--- src/i2c_defines.vh ---
`ifndef I2C_DEFINES_VH
`define I2C_DEFINES_VH

// Register byte offsets on the APB bus.
`define OFS_PORT_CONTROL 8'h00
`define OFS_PORT_STATUS 8'h04
`define OFS_SLAVE_ADDRESS 8'h08
`define OFS_SHIFT_BUFFER 8'h0C
`define OFS_EVENT_FLAGS 8'h10

// Field positions in port_control.
`define CTL_COLLIDE 7
`define CTL_ROV 6
`define CTL_EN 5
`define CTL_RELEASE 4

// Field positions in port_status.
`define STA_SAMPLE 7
`define STA_CKE 6
`define STA_DA 5
`define STA_STOP 4
`define STA_START 3
`define STA_RW 2
`define STA_UPDATE 1
`define STA_FULL 0

// Reset values.
`define RST_PORT_CONTROL 8'h00
`define RST_PORT_STATUS 8'h00
`define RST_ADDRESS_MASK 8'hFF
`define RST_SLAVE_ADDRESS 8'h00
`define RST_SHIFT_BUFFER 8'h00

// Mode field codes.
`define MODE_SLV7 4'h6
`define MODE_SLV10 4'h7
`define MODE_MASK_ACCESS 4'h9
`define MODE_FW_MASTER 4'hB
`define MODE_SLV7_SP 4'hE
`define MODE_SLV10_SP 4'hF

// Bit clock counts within a byte.
`define BITS_PER_BYTE 4'h8
`define ACK_BIT 4'h9

`endif

--- src/i2c_slave_serial_port.v ---
// Overview of operation
// - Buffer write during an ongoing transmit sets write collision; software clears it.
// - Byte arriving while buffer still full sets overflow; software clears it.
// - Enable bit hands SDA and SCL to the port; clear returns them.
// - Clock-release bit low stretches SCL before a transmitted byte; writing it high releases SCL.
// - Mode field picks 7-bit slave, 10-bit slave or firmware master, slave idle.
// - Modes 1110 and 1111 are slaves that also flag Start and Stop.
// - In mode 1001 the slave-address location reaches the address mask.
// - Data-or-address bit shows whether the last received byte was data or address.
// - Stop-seen bit set by Stop, cleared by Start, disable and reset.
// - Start-seen bit set by Start, cleared by Stop, disable and reset.
// - Read/write bit holds the direction of the last matched address until the next Start or Stop.
// - Ten-bit modes set the address-update flag asking for a new address.
// - Receive: buffer-full set when a byte completes, clear when emptied.
// - Transmit: buffer-full set while loaded, clear once the byte is sent.
// - Sample-phase bit selects slew limiting: one off, zero on for fast mode.
// - Mask bits 7 to 1 choose which address bits take part in matching.
// - Mask bit 0 matters only in 10-bit slave mode 0111.
// - Buffer-full clears at the 8th falling edge; interrupt flag at the ninth.
// - After a read match the device acknowledges and stretches until release.
//
// Local design decisions: the register offsets and register access over APB.
`timescale 1ns/1ps
`default_nettype none
`include "i2c_defines.vh"

module i2c_slave_serial_port (
  input wire pclk,
  input wire presetn,
  input wire psel,
  input wire penable,
  input wire pwrite,
  input wire [7:0] paddr,
  input wire [31:0] pwdata,
  output wire pready,
  output wire [31:0] prdata,
  output wire pslverr,
  input wire scl_in,
  output wire scl_out,
  output wire scl_oe_n,
  input wire sda_in,
  output wire sda_out,
  output wire sda_oe_n,
  output wire pins_to_port,
  output wire slew_limit_en
);

  localparam S_IDLE = 3'd0;
  localparam S_ADDR = 3'd1;
  localparam S_ACK = 3'd2;
  localparam S_RX = 3'd3;
  localparam S_TX = 3'd4;
  localparam S_TXACK = 3'd5;
  localparam S_ADDR2 = 3'd6;

  // Seven-bit slave modes, with or without Start and Stop flags.
  function is_slv7;
    input [3:0] m;
    begin
      is_slv7 = (m == `MODE_SLV7) || (m == `MODE_SLV7_SP);
    end
  endfunction

  // Ten-bit slave modes, with or without Start and Stop flags.
  function is_slv10;
    input [3:0] m;
    begin
      is_slv10 = (m == `MODE_SLV10) || (m == `MODE_SLV10_SP);
    end
  endfunction

  // Masked compare; bit 0 takes part only in plain 10-bit mode.
  function addr_match;
    input [7:0] rx;
    input [7:0] adr;
    input [7:0] msk;
    input [3:0] m;
    reg [7:0] care;
    begin
      care = {msk[7:1], (m == `MODE_SLV10) ? msk[0] : 1'b0};
      addr_match = ((rx ^ adr) & care) == 8'h00;
    end
  endfunction

  reg [7:0] ctrl_q;
  reg sample_phase_q;
  reg cke_q;
  reg da_q;
  reg stop_q;
  reg start_q;
  reg rw_q;
  reg upd_addr_q;
  reg buf_full_q;
  reg [7:0] mask_q;
  reg [7:0] addr_q;
  reg [7:0] buf_q;
  reg if_q;
  reg [2:0] state_q;
  reg [2:0] after_ack_q;
  reg [3:0] cnt_q;
  reg [7:0] sh_q;
  reg ten_done_q;
  reg nack_q;
  reg scl_hold_q;
  reg sda_low_q;
  reg pready_q;
  reg pslverr_q;
  reg [31:0] prdata_q;

  wire scl_lvl;
  wire scl_rise;
  wire scl_fall;
  wire sda_lvl;
  wire sda_rise;
  wire sda_fall;

  // Both bus lines come from outside the clock domain.
  line_sync u_scl_sync (
    .clk(pclk),
    .rst_n(presetn),
    .din(scl_in),
    .level(scl_lvl),
    .rise(scl_rise),
    .fall(scl_fall)
  );

  line_sync u_sda_sync (
    .clk(pclk),
    .rst_n(presetn),
    .din(sda_in),
    .level(sda_lvl),
    .rise(sda_rise),
    .fall(sda_fall)
  );

  wire [3:0] mode = ctrl_q[3:0];
  wire en = ctrl_q[`CTL_EN];
  wire release_bit = ctrl_q[`CTL_RELEASE];
  wire slave = is_slv7(mode) | is_slv10(mode);
  wire ten = is_slv10(mode);
  wire sp_irq = (mode == `MODE_SLV7_SP) | (mode == `MODE_SLV10_SP) |
                (mode == `MODE_FW_MASTER);
  wire start_ev = en & sda_fall & scl_lvl;
  wire stop_ev = en & sda_rise & scl_lvl;
  wire byte_end = scl_fall & (cnt_q == `BITS_PER_BYTE);

  // APB decode; a request is answered after one wait cycle.
  wire access = psel & penable;
  wire done = access & pready_q;
  wire wr = done & pwrite;
  wire rd = done & ~pwrite;
  wire hit_ctl = paddr == `OFS_PORT_CONTROL;
  wire hit_sta = paddr == `OFS_PORT_STATUS;
  wire hit_adr = paddr == `OFS_SLAVE_ADDRESS;
  wire hit_buf = paddr == `OFS_SHIFT_BUFFER;
  wire hit_evt = paddr == `OFS_EVENT_FLAGS;
  wire mapped = hit_ctl | hit_sta | hit_adr | hit_buf | hit_evt;
  wire mask_sel = mode == `MODE_MASK_ACCESS;
  wire tx_busy = (state_q == S_TX) & release_bit;
  wire buf_wr = wr & hit_buf & en;
  wire buf_collide = buf_wr & tx_busy & buf_full_q;

  // Register read multiplexer.
  reg [7:0] rdata;
  always @* begin
    rdata = 8'h00;
    case (paddr)
      `OFS_PORT_CONTROL: rdata = ctrl_q;
      `OFS_PORT_STATUS: begin
        rdata = {sample_phase_q, cke_q, da_q, stop_q, start_q, rw_q, upd_addr_q, buf_full_q};
      end
      `OFS_SLAVE_ADDRESS: rdata = mask_sel ? mask_q : addr_q;
      `OFS_SHIFT_BUFFER: rdata = buf_q;
      `OFS_EVENT_FLAGS: rdata = {7'h00, if_q};
      default: rdata = 8'h00;
    endcase
  end

  // Bus answer; unmapped addresses end with an error and read zero.
  always @(posedge pclk or negedge presetn) begin
    if (!presetn) begin
      pready_q <= 1'b0;
      pslverr_q <= 1'b0;
      prdata_q <= 32'h0000_0000;
    end else if (access & ~pready_q) begin
      pready_q <= 1'b1;
      pslverr_q <= ~mapped;
      prdata_q <= {24'h00_0000, rdata};
    end else begin
      pready_q <= 1'b0;
      pslverr_q <= 1'b0;
    end
  end

  // Software-owned registers and the mask, address and sample-phase bits.
  always @(posedge pclk or negedge presetn) begin
    if (!presetn) begin
      sample_phase_q <= 1'b0;
      cke_q <= 1'b0;
      mask_q <= `RST_ADDRESS_MASK;
      addr_q <= `RST_SLAVE_ADDRESS;
    end else begin
      if (wr & hit_sta) begin
        sample_phase_q <= pwdata[`STA_SAMPLE];
        cke_q <= pwdata[`STA_CKE];
      end
      if (wr & hit_adr & mask_sel) begin
        mask_q <= pwdata[7:0];
      end
      if (wr & hit_adr & ~mask_sel) begin
        addr_q <= pwdata[7:0];
      end
    end
  end

  // Slave engine, status flags and the control register.
  // Hardware sets of the sticky flags take priority over software clears,
  // so an event landing in the clearing cycle is never lost.
  always @(posedge pclk or negedge presetn) begin
    if (!presetn) begin
      ctrl_q <= `RST_PORT_CONTROL;
      da_q <= 1'b0;
      stop_q <= 1'b0;
      start_q <= 1'b0;
      rw_q <= 1'b0;
      upd_addr_q <= 1'b0;
      buf_full_q <= 1'b0;
      buf_q <= `RST_SHIFT_BUFFER;
      if_q <= 1'b0;
      state_q <= S_IDLE;
      after_ack_q <= S_IDLE;
      cnt_q <= 4'h0;
      sh_q <= 8'h00;
      ten_done_q <= 1'b0;
      nack_q <= 1'b0;
      sda_low_q <= 1'b0;
    end else begin
      if (wr & hit_ctl) begin
        ctrl_q <= pwdata[7:0];
      end
      if (wr & hit_evt & pwdata[0]) begin
        if_q <= 1'b0;
      end
      if (wr & hit_adr & ~mask_sel) begin
        upd_addr_q <= 1'b0;
      end
      if (rd & hit_buf & (state_q != S_TX) & (state_q != S_TXACK)) begin
        buf_full_q <= 1'b0;
      end
      if (buf_collide) begin
        ctrl_q[`CTL_COLLIDE] <= 1'b1;
      end else if (buf_wr) begin
        buf_q <= pwdata[7:0];
        buf_full_q <= 1'b1;
      end
      if (!en) begin
        // Disabling the port aborts any transfer and frees both lines.
        state_q <= S_IDLE;
        stop_q <= 1'b0;
        start_q <= 1'b0;
        sda_low_q <= 1'b0;
        ten_done_q <= 1'b0;
        cnt_q <= 4'h0;
      end else if (start_ev) begin
        start_q <= 1'b1;
        stop_q <= 1'b0;
        rw_q <= 1'b0;
        if (sp_irq) if_q <= 1'b1;
        sda_low_q <= 1'b0;
        cnt_q <= 4'h0;
        state_q <= slave ? S_ADDR : S_IDLE;
      end else if (stop_ev) begin
        stop_q <= 1'b1;
        start_q <= 1'b0;
        rw_q <= 1'b0;
        if (sp_irq) if_q <= 1'b1;
        sda_low_q <= 1'b0;
        ten_done_q <= 1'b0;
        state_q <= S_IDLE;
      end else begin
        case (state_q)
          S_ADDR, S_ADDR2, S_RX: begin
            if (scl_rise) begin
              sh_q <= {sh_q[6:0], sda_lvl};
              cnt_q <= cnt_q + 4'h1;
            end else if (byte_end) begin
              if (state_q == S_RX) begin
                if (buf_full_q) begin
                  ctrl_q[`CTL_ROV] <= 1'b1;
                  state_q <= S_IDLE;
                end else begin
                  buf_q <= sh_q;
                  buf_full_q <= 1'b1;
                  da_q <= 1'b1;
                  sda_low_q <= 1'b1;
                  after_ack_q <= S_RX;
                  state_q <= S_ACK;
                end
              end else if (addr_match(sh_q, addr_q, mask_q, mode)) begin
                // Ten-bit repeated Start with read goes straight to transmit.
                if (state_q == S_ADDR2 || !ten || (sh_q[0] & ten_done_q) ||
                    !sh_q[0]) begin
                  if (buf_full_q) ctrl_q[`CTL_ROV] <= 1'b1;
                  buf_q <= sh_q;
                  buf_full_q <= 1'b1;
                  da_q <= 1'b0;
                  rw_q <= sh_q[0] & (state_q == S_ADDR);
                  sda_low_q <= 1'b1;
                  state_q <= S_ACK;
                  if (ten && state_q == S_ADDR && !sh_q[0]) begin
                    upd_addr_q <= 1'b1;
                    after_ack_q <= S_ADDR2;
                  end else if (ten && state_q == S_ADDR2) begin
                    upd_addr_q <= 1'b1;
                    ten_done_q <= 1'b1;
                    after_ack_q <= S_RX;
                  end else begin
                    after_ack_q <= sh_q[0] ? S_TX : S_RX;
                  end
                end else begin
                  state_q <= S_IDLE;
                end
              end else begin
                state_q <= S_IDLE;
              end
            end
          end
          S_ACK: begin
            if (scl_fall) begin
              sda_low_q <= 1'b0;
              if_q <= 1'b1;
              cnt_q <= 4'h0;
              state_q <= after_ack_q;
              if (after_ack_q == S_TX) begin
                ctrl_q[`CTL_RELEASE] <= 1'b0;
                buf_full_q <= 1'b0;
              end
            end
          end
          S_TX: begin
            if (cnt_q == 4'h0 && !scl_lvl) begin
              // First bit follows the buffer until the master clocks it.
              sh_q <= buf_q;
              sda_low_q <= ~buf_q[7];
            end
            if (scl_rise) begin
              cnt_q <= cnt_q + 4'h1;
            end else if (byte_end) begin
              sda_low_q <= 1'b0;
              buf_full_q <= 1'b0;
              state_q <= S_TXACK;
            end else if (scl_fall && cnt_q != 4'h0) begin
              sh_q <= {sh_q[6:0], 1'b0};
              sda_low_q <= ~sh_q[6];
            end
          end
          S_TXACK: begin
            if (scl_rise) begin
              nack_q <= sda_lvl;
              cnt_q <= `ACK_BIT;
            end else if (scl_fall && cnt_q == `ACK_BIT) begin
              if_q <= 1'b1;
              cnt_q <= 4'h0;
              if (nack_q) begin
                state_q <= S_IDLE;
              end else begin
                ctrl_q[`CTL_RELEASE] <= 1'b0;
                state_q <= S_TX;
              end
            end
          end
          default: begin
            state_q <= S_IDLE;
          end
        endcase
      end
    end
  end

  // Stretch only once SCL is already low, so the high time is never cut short.
  // The address-update stretch waits until the acknowledge clock is over,
  // otherwise the master could never clock in our acknowledge.
  wire stretch_req = en & slave & ((upd_addr_q & (state_q != S_ACK)) |
                     ((state_q == S_TX) & (cnt_q == 4'h0) & ~release_bit));
  always @(posedge pclk or negedge presetn) begin
    if (!presetn) begin
      scl_hold_q <= 1'b0;
    end else begin
      scl_hold_q <= stretch_req & (scl_hold_q | ~scl_lvl);
    end
  end

  // Open-drain drive: the enables go low while the line is pulled down.
  assign scl_out = 1'b0;
  assign sda_out = 1'b0;
  assign scl_oe_n = ~scl_hold_q;
  assign sda_oe_n = ~(sda_low_q & en);
  assign pins_to_port = en;
  assign slew_limit_en = ~sample_phase_q;
  assign pready = pready_q;
  assign pslverr = pslverr_q;
  assign prdata = prdata_q;

endmodule

`default_nettype wire

--- src/line_sync.v ---
`timescale 1ns/1ps
`default_nettype none

// Two-stage synchroniser for a bus line with edge detection behind it.
// The edge detector looks only at the second and third stages.
module line_sync (
  input wire clk,
  input wire rst_n,
  input wire din,
  output wire level,
  output wire rise,
  output wire fall
);

  reg meta_q;
  reg sync_q;
  reg last_q;

  // Lines idle high, so every stage resets to one.
  always @(posedge clk or negedge rst_n) begin
    if (!rst_n) begin
      meta_q <= 1'b1;
      sync_q <= 1'b1;
      last_q <= 1'b1;
    end else begin
      meta_q <= din;
      sync_q <= meta_q;
      last_q <= sync_q;
    end
  end

  // Edges of the synchronised level.
  assign level = sync_q;
  assign rise = sync_q & ~last_q;
  assign fall = ~sync_q & last_q;

endmodule

`default_nettype wire

--- config.mk ---
export PLATFORM = sky130hd
export DESIGN_NAME = i2c_slave_serial_port
export DESIGN_NICKNAME = d
export VERILOG_FILES = /design/src/i2c_slave_serial_port.v /design/src/line_sync.v
export VERILOG_INCLUDE_DIRS = /design/src /design/src/src
export SDC_FILE = /design/constraint.sdc
export NUM_CORES = 1
export LEC_CHECK = 0
export BUFFER_PORTS_ARGS = -buffer_cell sky130_fd_sc_hd__buf_4
export CORE_UTILIZATION = 45
export DETAILED_ROUTE_END_ITERATION = 6
export GPL_TIMING_DRIVEN = 0
export PLACE_DENSITY = 0.71
export RECOVER_POWER = 50
export SLEW_MARGIN = 20
export SYNTH_ARGS = -nofsm -noshare
export SYNTH_HDL_FRONTEND = slang
export SYNTH_HIERARCHICAL = 1
export SYNTH_SLANG_ARGS = --single-unit
--- constraint.sdc ---
create_clock -name pclk -period 3.7 [get_ports pclk]
set_clock_uncertainty 0.2 [all_clocks]
set_input_delay 0.555 -clock pclk [delete_from_list [all_inputs] [get_ports pclk]]
set_output_delay 0.555 -clock pclk [all_outputs]
set_load 0.005 [all_outputs]
Yosys cells after proc, flatten, opt, wreduce, memory -nomap -nowiden

Cells that the tools add are included.
W data, S select, Z words.

Flip-flop bits (word level): 79
Input port bits: 47
Output and inout bits: 40

Reductions and logical operators: 36
Muxes and demuxes: 157
Bitwise gates (word level): 66
Eq/ne operators: 52
Add/sub/neg operators: 1

Operators by type and width:

| cell                 | number |
|---|---|
| $mux W8              | 19 |
| $mux W1              | 101 |
| $mux W3              | 20 |
| $ne A5 B5 Y1 const B | 8 |
| $pmux W8 S5          | 1 |
| $and A1 B1 Y1        | 38 |
| $mux W4              | 7 |
| $eq A4 B4 Y1 const B | 6 |
| $ne A3 B1 Y1 const B | 7 |
| $reduce_and A7 Y1    | 3 |
| $ne A3 B3 Y1 const B | 6 |
| $ne A6 B6 Y1 const B | 3 |
| $reduce_and A9 Y1    | 2 |
| $not A1 Y1           | 17 |
| $eq A8 B4 Y1 const B | 2 |
| $logic_not A8 Y1     | 2 |
| $pmux W8 S2          | 1 |
| $reduce_and A5 Y1    | 3 |
| $eq A3 B3 Y1 const B | 4 |
| $pmux W3 S4          | 1 |
| $pmux W4 S3          | 1 |
| $reduce_bool A3 Y1   | 4 |
| $or A1 B1 Y1         | 9 |
| $and A8 B8 Y8        | 1 |
| 24 further kinds     | 46 |

Longest topological paths before layout

Gate-level depths: netlist (run 1).

Depth in word-level cells: 18
Gate-level depth with buffers: 9
Mapped depth without buffers: 8

Modules after synthesis

The synthesis (run 1) kept the hierarchy.

By module, submodules not included:

| module                | instances | area each (um^2) | cells each | sequential area each (um^2) |
|---|---|---|---|---|
| i2c_slave_serial_port | 1         | 4335.4           | 452        | 1836.8 |
| line_sync             | 2         | 93.8             | 5          | 78.8 |

Least setup slack after synthesis (run 1)

No wires, ideal clock.

Kind: input port to flip-flop
Start point: input paddr[7]
End point: register buf_q[3]
Required time: 3372 ps
Cell stages on the path: 8
Setup time: 128 ps
Setup slack: 872 ps
Data arrival time: 2500 ps
Cells stage by stage: or4_4 > nor3_4 > and3_1 > buf_4 > and4_1 > buf_6 > mux2_1 > mux2_1

Longest elaborated chain between the ends: 15
Elaborated cells on any way between the ends: 17
Classes of those cells: eq/ne (1); mux (12); bitwise (4)

RTL lines:

| element                         | RTL line                    | RTL |
|---|---|---|
| start, declared                 | i2c_slave_serial_port.v:33  | `input wire [7:0] paddr,` |
| $eq A8 B4 Y1 (*)                | --                          |  |
| $and A1 B1 Y1 (*) (2 in series) | i2c_slave_serial_port.v:160 | `wire buf_wr = wr & hit_buf & en;` |
| $and A1 B1 Y1 (2 in series)     | i2c_slave_serial_port.v:161 | `wire buf_collide = buf_wr & tx_busy & buf_full_q;` |
| $mux W8 (*)                     | i2c_slave_serial_port.v:250 | `if (buf_collide) begin` |
| $mux W8                         | i2c_slave_serial_port.v:301 | `if (state_q == S_ADDR2 \|\| !ten \|\| (sh_q[0] & ten_done_q) \|\|` |
| $mux W8                         | i2c_slave_serial_port.v:299 | `end else if (addr_match(sh_q, addr_q, mask_q, mode)) begin` |
| $mux W8                         | i2c_slave_serial_port.v:287 | `if (state_q == S_RX) begin` |
| $mux W8                         | i2c_slave_serial_port.v:286 | `end else if (byte_end) begin` |
| $mux W8                         | i2c_slave_serial_port.v:283 | `if (scl_rise) begin` |
| $mux W8                         | i2c_slave_serial_port.v:281 | `case (state_q)` |
| $mux W8                         | i2c_slave_serial_port.v:272 | `end else if (stop_ev) begin` |
| $mux W8                         | i2c_slave_serial_port.v:264 | `end else if (start_ev) begin` |
| $mux W8 (*)                     | i2c_slave_serial_port.v:256 | `if (!en) begin` |
| end signal, assigned            | i2c_slave_serial_port.v:253 | `buf_q <= pwdata[7:0];` |
| end signal, assigned            | i2c_slave_serial_port.v:292 | `buf_q <= sh_q;` |
| end signal, assigned            | i2c_slave_serial_port.v:304 | `buf_q <= sh_q;` |
| end, declared                   | i2c_slave_serial_port.v:96  | `reg [7:0] buf_q;` |

Mark *: on every way between the ends. The rest lies on a longest branch, timed or not.
A chain may end at the register's enable or synchronous reset.

Worst setup path after layout (run 1)

Start point: register cnt_q[0]
End point: register buf_q[6]

Longest elaborated chain between the ends: 8

RTL lines:

| element                | RTL line                    | RTL |
|---|---|---|
| start, declared        | i2c_slave_serial_port.v:100 | `reg [3:0] cnt_q;` |
| start signal, assigned | i2c_slave_serial_port.v:285 | `cnt_q <= cnt_q + 4'h1;` |
| start signal, assigned | i2c_slave_serial_port.v:347 | `cnt_q <= cnt_q + 4'h1;` |
| start signal, assigned | i2c_slave_serial_port.v:360 | `` cnt_q <= `ACK_BIT; `` |
| $eq A4 B4 Y1 (no line) | --                          |  |
| $and A1 B1 Y1          | i2c_slave_serial_port.v:145 | `` wire byte_end = scl_fall & (cnt_q == `BITS_PER_BYTE); `` |
| $mux W8                | i2c_slave_serial_port.v:286 |  |
| $mux W8                | i2c_slave_serial_port.v:283 |  |
| $mux W8                | i2c_slave_serial_port.v:281 |  |
| $mux W8                | i2c_slave_serial_port.v:272 |  |
| $mux W8                | i2c_slave_serial_port.v:264 |  |
| $mux W8                | i2c_slave_serial_port.v:256 |  |

Every way passes these cells.

==> metrics.log, run 1 <==
[metrics] std cell rows: 36
[metrics] most frequent cells in the layout: sky130_fd_sc_hd__dfrtp_1 (65), sky130_fd_sc_hd__buf_4 (51), sky130_fd_sc_hd__a21oi_1 (35), sky130_fd_sc_hd__nand2_1 (33), sky130_fd_sc_hd__nor2_1 (33)
[metrics] leak pwr: 2.42 nW
[metrics] routability congestion estimate: 0.902
[metrics] Relative slew margins: -11.7%
[metrics] CP Capture Type: flip-flop
[metrics] final standard cell utilization of the core: 53.8%
[metrics] Resized Gates After CTS: 0
[metrics] DR WL/cell: 17.1 um
[metrics] gr usage total: 23.6%
[metrics] areal power density over the cells: 308 nW/um2
[metrics] # setup viols final: 0
[metrics] leading post-synthesis cells by cell area: sky130_fd_sc_hd__dfrtp_1 (36%), sky130_fd_sc_hd__dfstp_2 (8.1%), sky130_fd_sc_hd__mux2_2 (7.0%)
[metrics] GRT met2 Usage: 37.1%
[metrics] buffer levels on the longest clock path: 2
[metrics] arrival time of data at the critical path endpoint: 3040 ps
[metrics] die outline area: 10500 um2
[metrics] met3 global-route usage: 5.34%
[metrics] most common cell after layout, fill and taps aside: sky130_fd_sc_hd__dfrtp_1
[metrics] failing checks: capacitance limit, slew limit
[metrics] wire length after detailed routing: 11500 um
[metrics] starting DRC count in detailed routing: 369
[metrics] cells after synthesis: 462
[metrics] Post-CTS Setup Repair Bufs: 0
[metrics] Achievable Freq: 335 MHz
[metrics] worst min path class: in2reg
[metrics] number of library cell types mapped by synthesis: 66
[metrics] CP cell instances: inv_1, ha_1, nor2b_1, nand3_1, or2_2, a211oi_1, o21ai_1, buf_2, mux2_1
[metrics] number of slew-limit violations in the final report: 39
[metrics] cell type contributing the most total cell area after synthesis: sky130_fd_sc_hd__dfrtp_1
[metrics] iteration count of the initial detailed-routing pass: 5
[metrics] total area of sequential cells: 1990 um2
[metrics] die height: 102 um
[metrics] initial cell density of the core: 46.3%
[metrics] unrepaired setup endpoints after global routing: no
[metrics] Syn Area/Cell: 9.79 um2
[metrics] CP top delay family: simple AND/OR/NAND/NOR gates
[metrics] vias in the first global route: 3480
[metrics] Routed Antenna Nets: 0
[metrics] Total Neg Setup Slack: 0 ps
[metrics] Num CTS Buffers: 9
[metrics] Reg2Reg Setup Slack: 710 ps
[metrics] VDD IR max: 166 uV
[metrics] placed instance count: 655
[metrics] post-route fraction of the period consumed by the critical path: 80.7%
[metrics] count of antenna diodes in the layout: 0
[metrics] final net count: 585
[metrics] area taken by multi-input logic gates: 2270 um2
[metrics] final cell count without fillers: 673
[metrics] clock tree from TritonCTS: yes
[metrics] data required time at the worst endpoint: 3750 ps
[metrics] detailed-route vias per instance: 5.63
[metrics] count of synthesis-stage warnings from yosys: 6
[metrics] initial antenna violation count: 0
[metrics] DR DRC count: 0
[metrics] share of final-layout standard cells stronger than drive strength 1: 24.6%
[metrics] share of synthesized flip-flops with an asynchronous set or reset: 100%
[metrics] wire length of the first global-routing pass: 18200 um
[metrics] Boundary Pins: 87
[metrics] met1 demand-to-capacity share in global routing: 32.5%
[metrics] most used routing layer in global routing: met2
[metrics] crit start category: flip-flop
[metrics] number of maximum-capacitance violations: 1
[metrics] HPWL Detailed: 8290 um
[metrics] Clock Latency Late Sink: 370 ps
[metrics] IO buf count: 35
[metrics] sequential element share of the synthesized area: 44.1%
[metrics] Crit Path Max Fanout: 10
[metrics] Cell Area, Synth: 4520 um2
[metrics] number of clock sinks seen by CTS: 79
[metrics] Crit-path slowest cell: sky130_fd_sc_hd__dfrtp_1
[metrics] global route overflow: 0
[metrics] time the worst path needs with I/O delays and setup: 2990 ps
[metrics] hold_buf cts: 0
[metrics] Syn-to-layout area delta: 16.3%
[metrics] count of flip-flops with a built-in enable after synthesis: 0
[metrics] routed via count: 3791
[metrics] worst hold-check slack: 95.6 ps
[metrics] status: complete, but fails checks
[metrics] width of the chip: 102 um
[metrics] Final Hold Fails: 0
[metrics] maximum number of pins on one net before global-route repair: 80
[metrics] Clk Tree Root Cell: sky130_fd_sc_hd__clkbuf_8
[metrics] kind of critical path: reg2reg
[metrics] transition time of the tightest slew-check pin: 1680 ps
[metrics] most common flop cell mapped by yosys: sky130_fd_sc_hd__dfrtp_1
[metrics] Clk pin slew, worst setup/hold paths: 90 ps
[metrics] Filler cells: 899
[metrics] post-synthesis register bit count: 79
[metrics] portion of synthesized cell area occupied by the leading cell type: 36.0%
[metrics] deepest level of the CTS H-tree: 3
[metrics] Core Footprint: 9770 um2
[metrics] number of buffer and inverter instances along the worst setup path: 2
[metrics] Crit path largest cell delay: 450 ps
[synthesized netlist by cell type (all sizes together), types with 3 or more instances]
library cell	count
o211ai	3
nand3	14
buf	35
and3	3
xor2	8
mux2	39
nor2b	9
a22oi	4
inv	14
nor3	10
nand2b	4
o21ai	25
a21oi	35
and2b	4
a211oi	3
dfstp	14
clkbuf	13
nor2	33
a31oi	6
mux2i	21
nand2	33
ha	3
o22ai	16
nand4	4
a21o	3
and2	3
dfrtp	65
[metal layers]
metal  vias up  wire length [um]
met5         -                 0
met4         0               138
met3        12               753
met2       149              5220
met1      1860              5380
li1       1770                 -
[through the flow]
step	power (mW)	setup WS, ps	area (um2)
finish	1.62	713	5260
global route	1.69	283	5260
CTS	1.63	714	5240
detailed placement	0.996	568	5050
global placement	0.995	592	5050
floorplan	0.944	872	4620
[sequential cells by signal (all words and copies together), names as in the netlist, 3 cells and up]
name and flops:
ctrl_q 8, mask_q 8, prdata 8, buf_q 8, state_q 3, addr_q 8, after_ack_q 3, sh_q 8
cnt_q 4
[final cells by class]
type,instances,share of cell area (%)
clock buffer,13,3.21
timing repair buffer,37,5.35
inverter,14,0.999
tap,133,3.16
clock inverter,3,0.476
buffer,48,5.66
sequential,79,37.9
multi-input combinational,346,43.2
[path summary, 6_finish.rpt]
check,from,cells after the start,end
worst min register to register,u_scl_sync/meta_q,0,u_scl_sync/level
min in group asynchronous,presetn,2,prdata[6]
worst max register to register,cnt_q[0],9,buf_q[6]
max in group asynchronous,presetn,3,cnt_q[2]
worst min-delay path,scl_in,1,u_scl_sync/meta_q
worst max-delay path,cnt_q[0],9,buf_q[6]
[worst reg2reg max path, cell delays in order, from the launching register on]
cell and delay (ps):
sky130_fd_sc_hd__dfrtp_1 450, sky130_fd_sc_hd__inv_1 110, sky130_fd_sc_hd__ha_1 140, sky130_fd_sc_hd__nor2b_1 250
sky130_fd_sc_hd__nand3_1 230, sky130_fd_sc_hd__or2_2 390, sky130_fd_sc_hd__a211oi_1 240, sky130_fd_sc_hd__o21ai_1 240
sky130_fd_sc_hd__buf_2 290, sky130_fd_sc_hd__mux2_1 350
[power breakdown]
group	switching, mW	internal, mW	total [mW]	leakage (nW)
sequential	0.00422	0.871	0.875	1.03
combinational	0.0579	0.0473	0.105	1.30
clock	0.338	0.303	0.641	0.0963
[logic make-up (layout without fill, tap and decap cells)]
kind of cell               count (synthesis)  count (layout)  share of synthesized area, %
and+or+nand+nor                          131             131                          15.1
xor gates and xnor gates                   8               8                          1.55
AOI/OAI and AO/OA                        118             118                          16.2
adders and majority gates                  3               3                         0.830
buffers and inverters                     62             115                          7.75
DFF                                       79              79                          44.1
other                                      1              26                        0.0829
muxes                                     60              60                          14.4
No activity file was read; power rests on OpenSTA's default activity.
==> run 2, diff against run 1 <==
==> constraint.sdc (replaced) <==
create_clock -name pclk -period 3.1 [get_ports pclk]
set_clock_uncertainty 0.2 [all_clocks]
set_input_delay 0.465 -clock pclk [delete_from_list [all_inputs] [get_ports pclk]]
set_output_delay 0.465 -clock pclk [all_outputs]
set_load 0.005 [all_outputs]
==> run 2 against run 1 <==
Net effect: fmax increased by 5.3%; clock power is 18% higher; global-route usage unchanged; register-to-register slack got worse by 450 ps; first-iteration DRC count shrank 3.3%; the flow now finishes without violations; final area rose by 0.36%; core utilization rose by 0.19 points.
==> metrics.log, run 2 (synthesized netlist as in run 1, its figures left out) <==
[metrics] width of the chip: 102 um
[metrics] post-route setup slack: 264 ps
[metrics] Achievable Freq: 353 MHz
[metrics] iteration count of the initial detailed-routing pass: 5
[metrics] Crit path largest cell delay: 360 ps
[metrics] Num CTS Buffers: 9
[metrics] Routed Antenna Nets: 0
[metrics] CP Capture Type: flip-flop
[metrics] min-delay src: u_scl_sync/meta_q
[metrics] total power consumption of the routed design: 1.93 mW
[metrics] worst min path class: reg2reg
[metrics] arrival time of data at the critical path endpoint: 2890 ps
[metrics] DR WL/cell: 17.0 um
[metrics] time the worst path needs with I/O delays and setup: 2840 ps
[metrics] deepest level of the CTS H-tree: 3
[metrics] wire length after detailed routing: 11400 um
[metrics] Clk pin slew, worst setup/hold paths: 90 ps
[metrics] Post-Place Worst Slack: 57.5 ps
[metrics] Hold EP: u_scl_sync/level
[metrics] Final Hold Fails: 0
[metrics] Reg2Reg Capture Point: buf_q[6]
[metrics] buffer levels on the longest clock path: 2
[metrics] die outline area: 10500 um2
[metrics] most common cell after layout, fill and taps aside: sky130_fd_sc_hd__dfrtp_1
[metrics] global route overflow: 0
[metrics] detailed-route vias per instance: 5.61
[metrics] leak pwr: 2.42 nW
[metrics] Boundary Pins: 87
[metrics] placed instance count: 655
[metrics] most frequent cells in the layout: sky130_fd_sc_hd__dfrtp_1 (65), sky130_fd_sc_hd__buf_4 (49), sky130_fd_sc_hd__a21oi_1 (35), sky130_fd_sc_hd__nand2_1 (33), sky130_fd_sc_hd__nor2_1 (33)
[metrics] Clk Tree Root Cell: sky130_fd_sc_hd__clkbuf_8
[metrics] number of buffer and inverter instances along the worst setup path: 2
[metrics] HPWL Detailed: 8290 um
[metrics] crit start category: flip-flop
[metrics] wire length of the first global-routing pass: 18200 um
[metrics] Total Neg Setup Slack: 0 ps
[metrics] clock tree from TritonCTS: yes
[metrics] count of antenna diodes in the layout: 0
[metrics] VDD IR max: 198 uV
[metrics] number of instances on the worst hold path: 0
[metrics] worst hold-check slack: 158 ps
[metrics] final cell count without fillers: 675
[metrics] Clock Latency Late Sink: 370 ps
[metrics] initial cell density of the core: 46.3%
[metrics] transition time of the tightest slew-check pin: 1030 ps
[metrics] gr usage total: 23.6%
[metrics] Relative slew margins: 31.4%
[metrics] std cell rows: 36
[metrics] post-route design area: 5280 um2
[metrics] number of maximum-capacitance violations: 0
[metrics] Crit-path slowest cell: sky130_fd_sc_hd__o31ai_1
[metrics] initial antenna violation count: 0
[metrics] die height: 102 um
[metrics] final net count: 587
[metrics] worst reg2reg startpoint: state_q[0]
[metrics] IO buf count: 35
[metrics] share of final-layout standard cells stronger than drive strength 1: 25.3%
[metrics] data required time at the worst endpoint: 3150 ps
[metrics] # setup viols final: 0
[metrics] number of clock sinks seen by CTS: 79
[metrics] areal power density over the cells: 365 nW/um2
[metrics] path depth of the worst reg2reg path: 8
[metrics] number of slew-limit violations in the final report: 0
[metrics] vias in the first global route: 3480
[metrics] post-route fraction of the period consumed by the critical path: 91.5%
[metrics] starting DRC count in detailed routing: 357
[metrics] Syn-to-layout area delta: 16.7%
[metrics] placed inst area: 5050 um2
[metrics] routability congestion estimate: 0.902
[metrics] Crit Path Max Fanout: 10
[metrics] Post-CTS Setup Repair Bufs: 0
[metrics] CP cell instances: clkbuf_1, nand3b_1, nand2_1, o31ai_1, nor2_1, o21ai_2, buf_2, mux2_1
[metrics] number of cells on the critical path: 8
[metrics] routed via count: 3789
[metrics] DR DRC count: 0
[metrics] unrepaired setup endpoints after global routing: no
[metrics] CP top delay family: compound AO/OA/AOI/OAI gates
[metrics] Core Footprint: 9770 um2
[metrics] maximum number of pins on one net before global-route repair: 80
[metrics] final standard cell utilization of the core: 54.0%
[metrics] kind of critical path: reg2reg
[metrics] status: finished clean
[metrics] Reg2Reg Setup Slack: 260 ps
==> run 2: cell count changes in the layout (fill, tap and decap cells not counted), sizes merged <==
cell and change:
buf -2, clkbuf +3, dlymetal6s4s -1, dlygate4sd3 +2
==> run 2: repair_timing <==
action,in CTS,in global routing
endpoints found under the setup margin,0,4
gates resized for setup,0,2
endpoints found under the hold margin,2,37
hold buffers,2,1
==> run 2: worst max path at each step <==
stage | start | to | slack (ps)
finish | state_q[0] | buf_q[6] | 260
global route | u_scl_sync/level | cnt_q[2] | 40
CTS | cnt_q[0] | buf_q[6] | 110
detailed placement | paddr[7] | buf_q[6] | 60
global placement | paddr[7] | buf_q[4] | 80
floorplan | paddr[7] | buf_q[3] | 360
==> run 2: metal layers <==
metal	vias up	share of wire [%]	track usage (%)
li1	1777	-	-
met1	1839	46	32.5
met2	160	46	37.1
met3	13	6.8	5.34
met4	0	1.2	7.47
met5	-	0	0
==> run 2: where the power goes <==
part / leakage, nW / switching, mW / internal [mW] / total [mW]
sequential: 1.03 / 0.00507 / 1.04 / 1.04
combinational: 1.30 / 0.0693 / 0.0570 / 0.126
clock: 0.0963 / 0.396 / 0.362 / 0.758
total: 2.42 / 0.470 / 1.46 / 1.93
==> run 2: final cells by class <==
| class | instances | area, um2 |
|---|---|---|
| fill | 896 | 4500 |
| multi-input combinational | 346 | 2280 |
| sequential | 79 | 1990 |
| buffer | 48 | 298 |
| timing repair buffer | 39 | 292 |
| clock buffer | 13 | 169 |
| tap | 133 | 166 |
| inverter | 14 | 52.6 |
| clock inverter | 3 | 25.0 |
==> run 2: worst reg2reg max path, delay by kind of cell, from the launching register on <==
family / cells / cell delay [ps]
AO/OA/AOI/OAI: 2 / 670
buffers and inverters: 2 / 640
AND/OR/NAND/NOR: 3 / 520
multiplexers: 1 / 360
flip-flops: 1 / 320
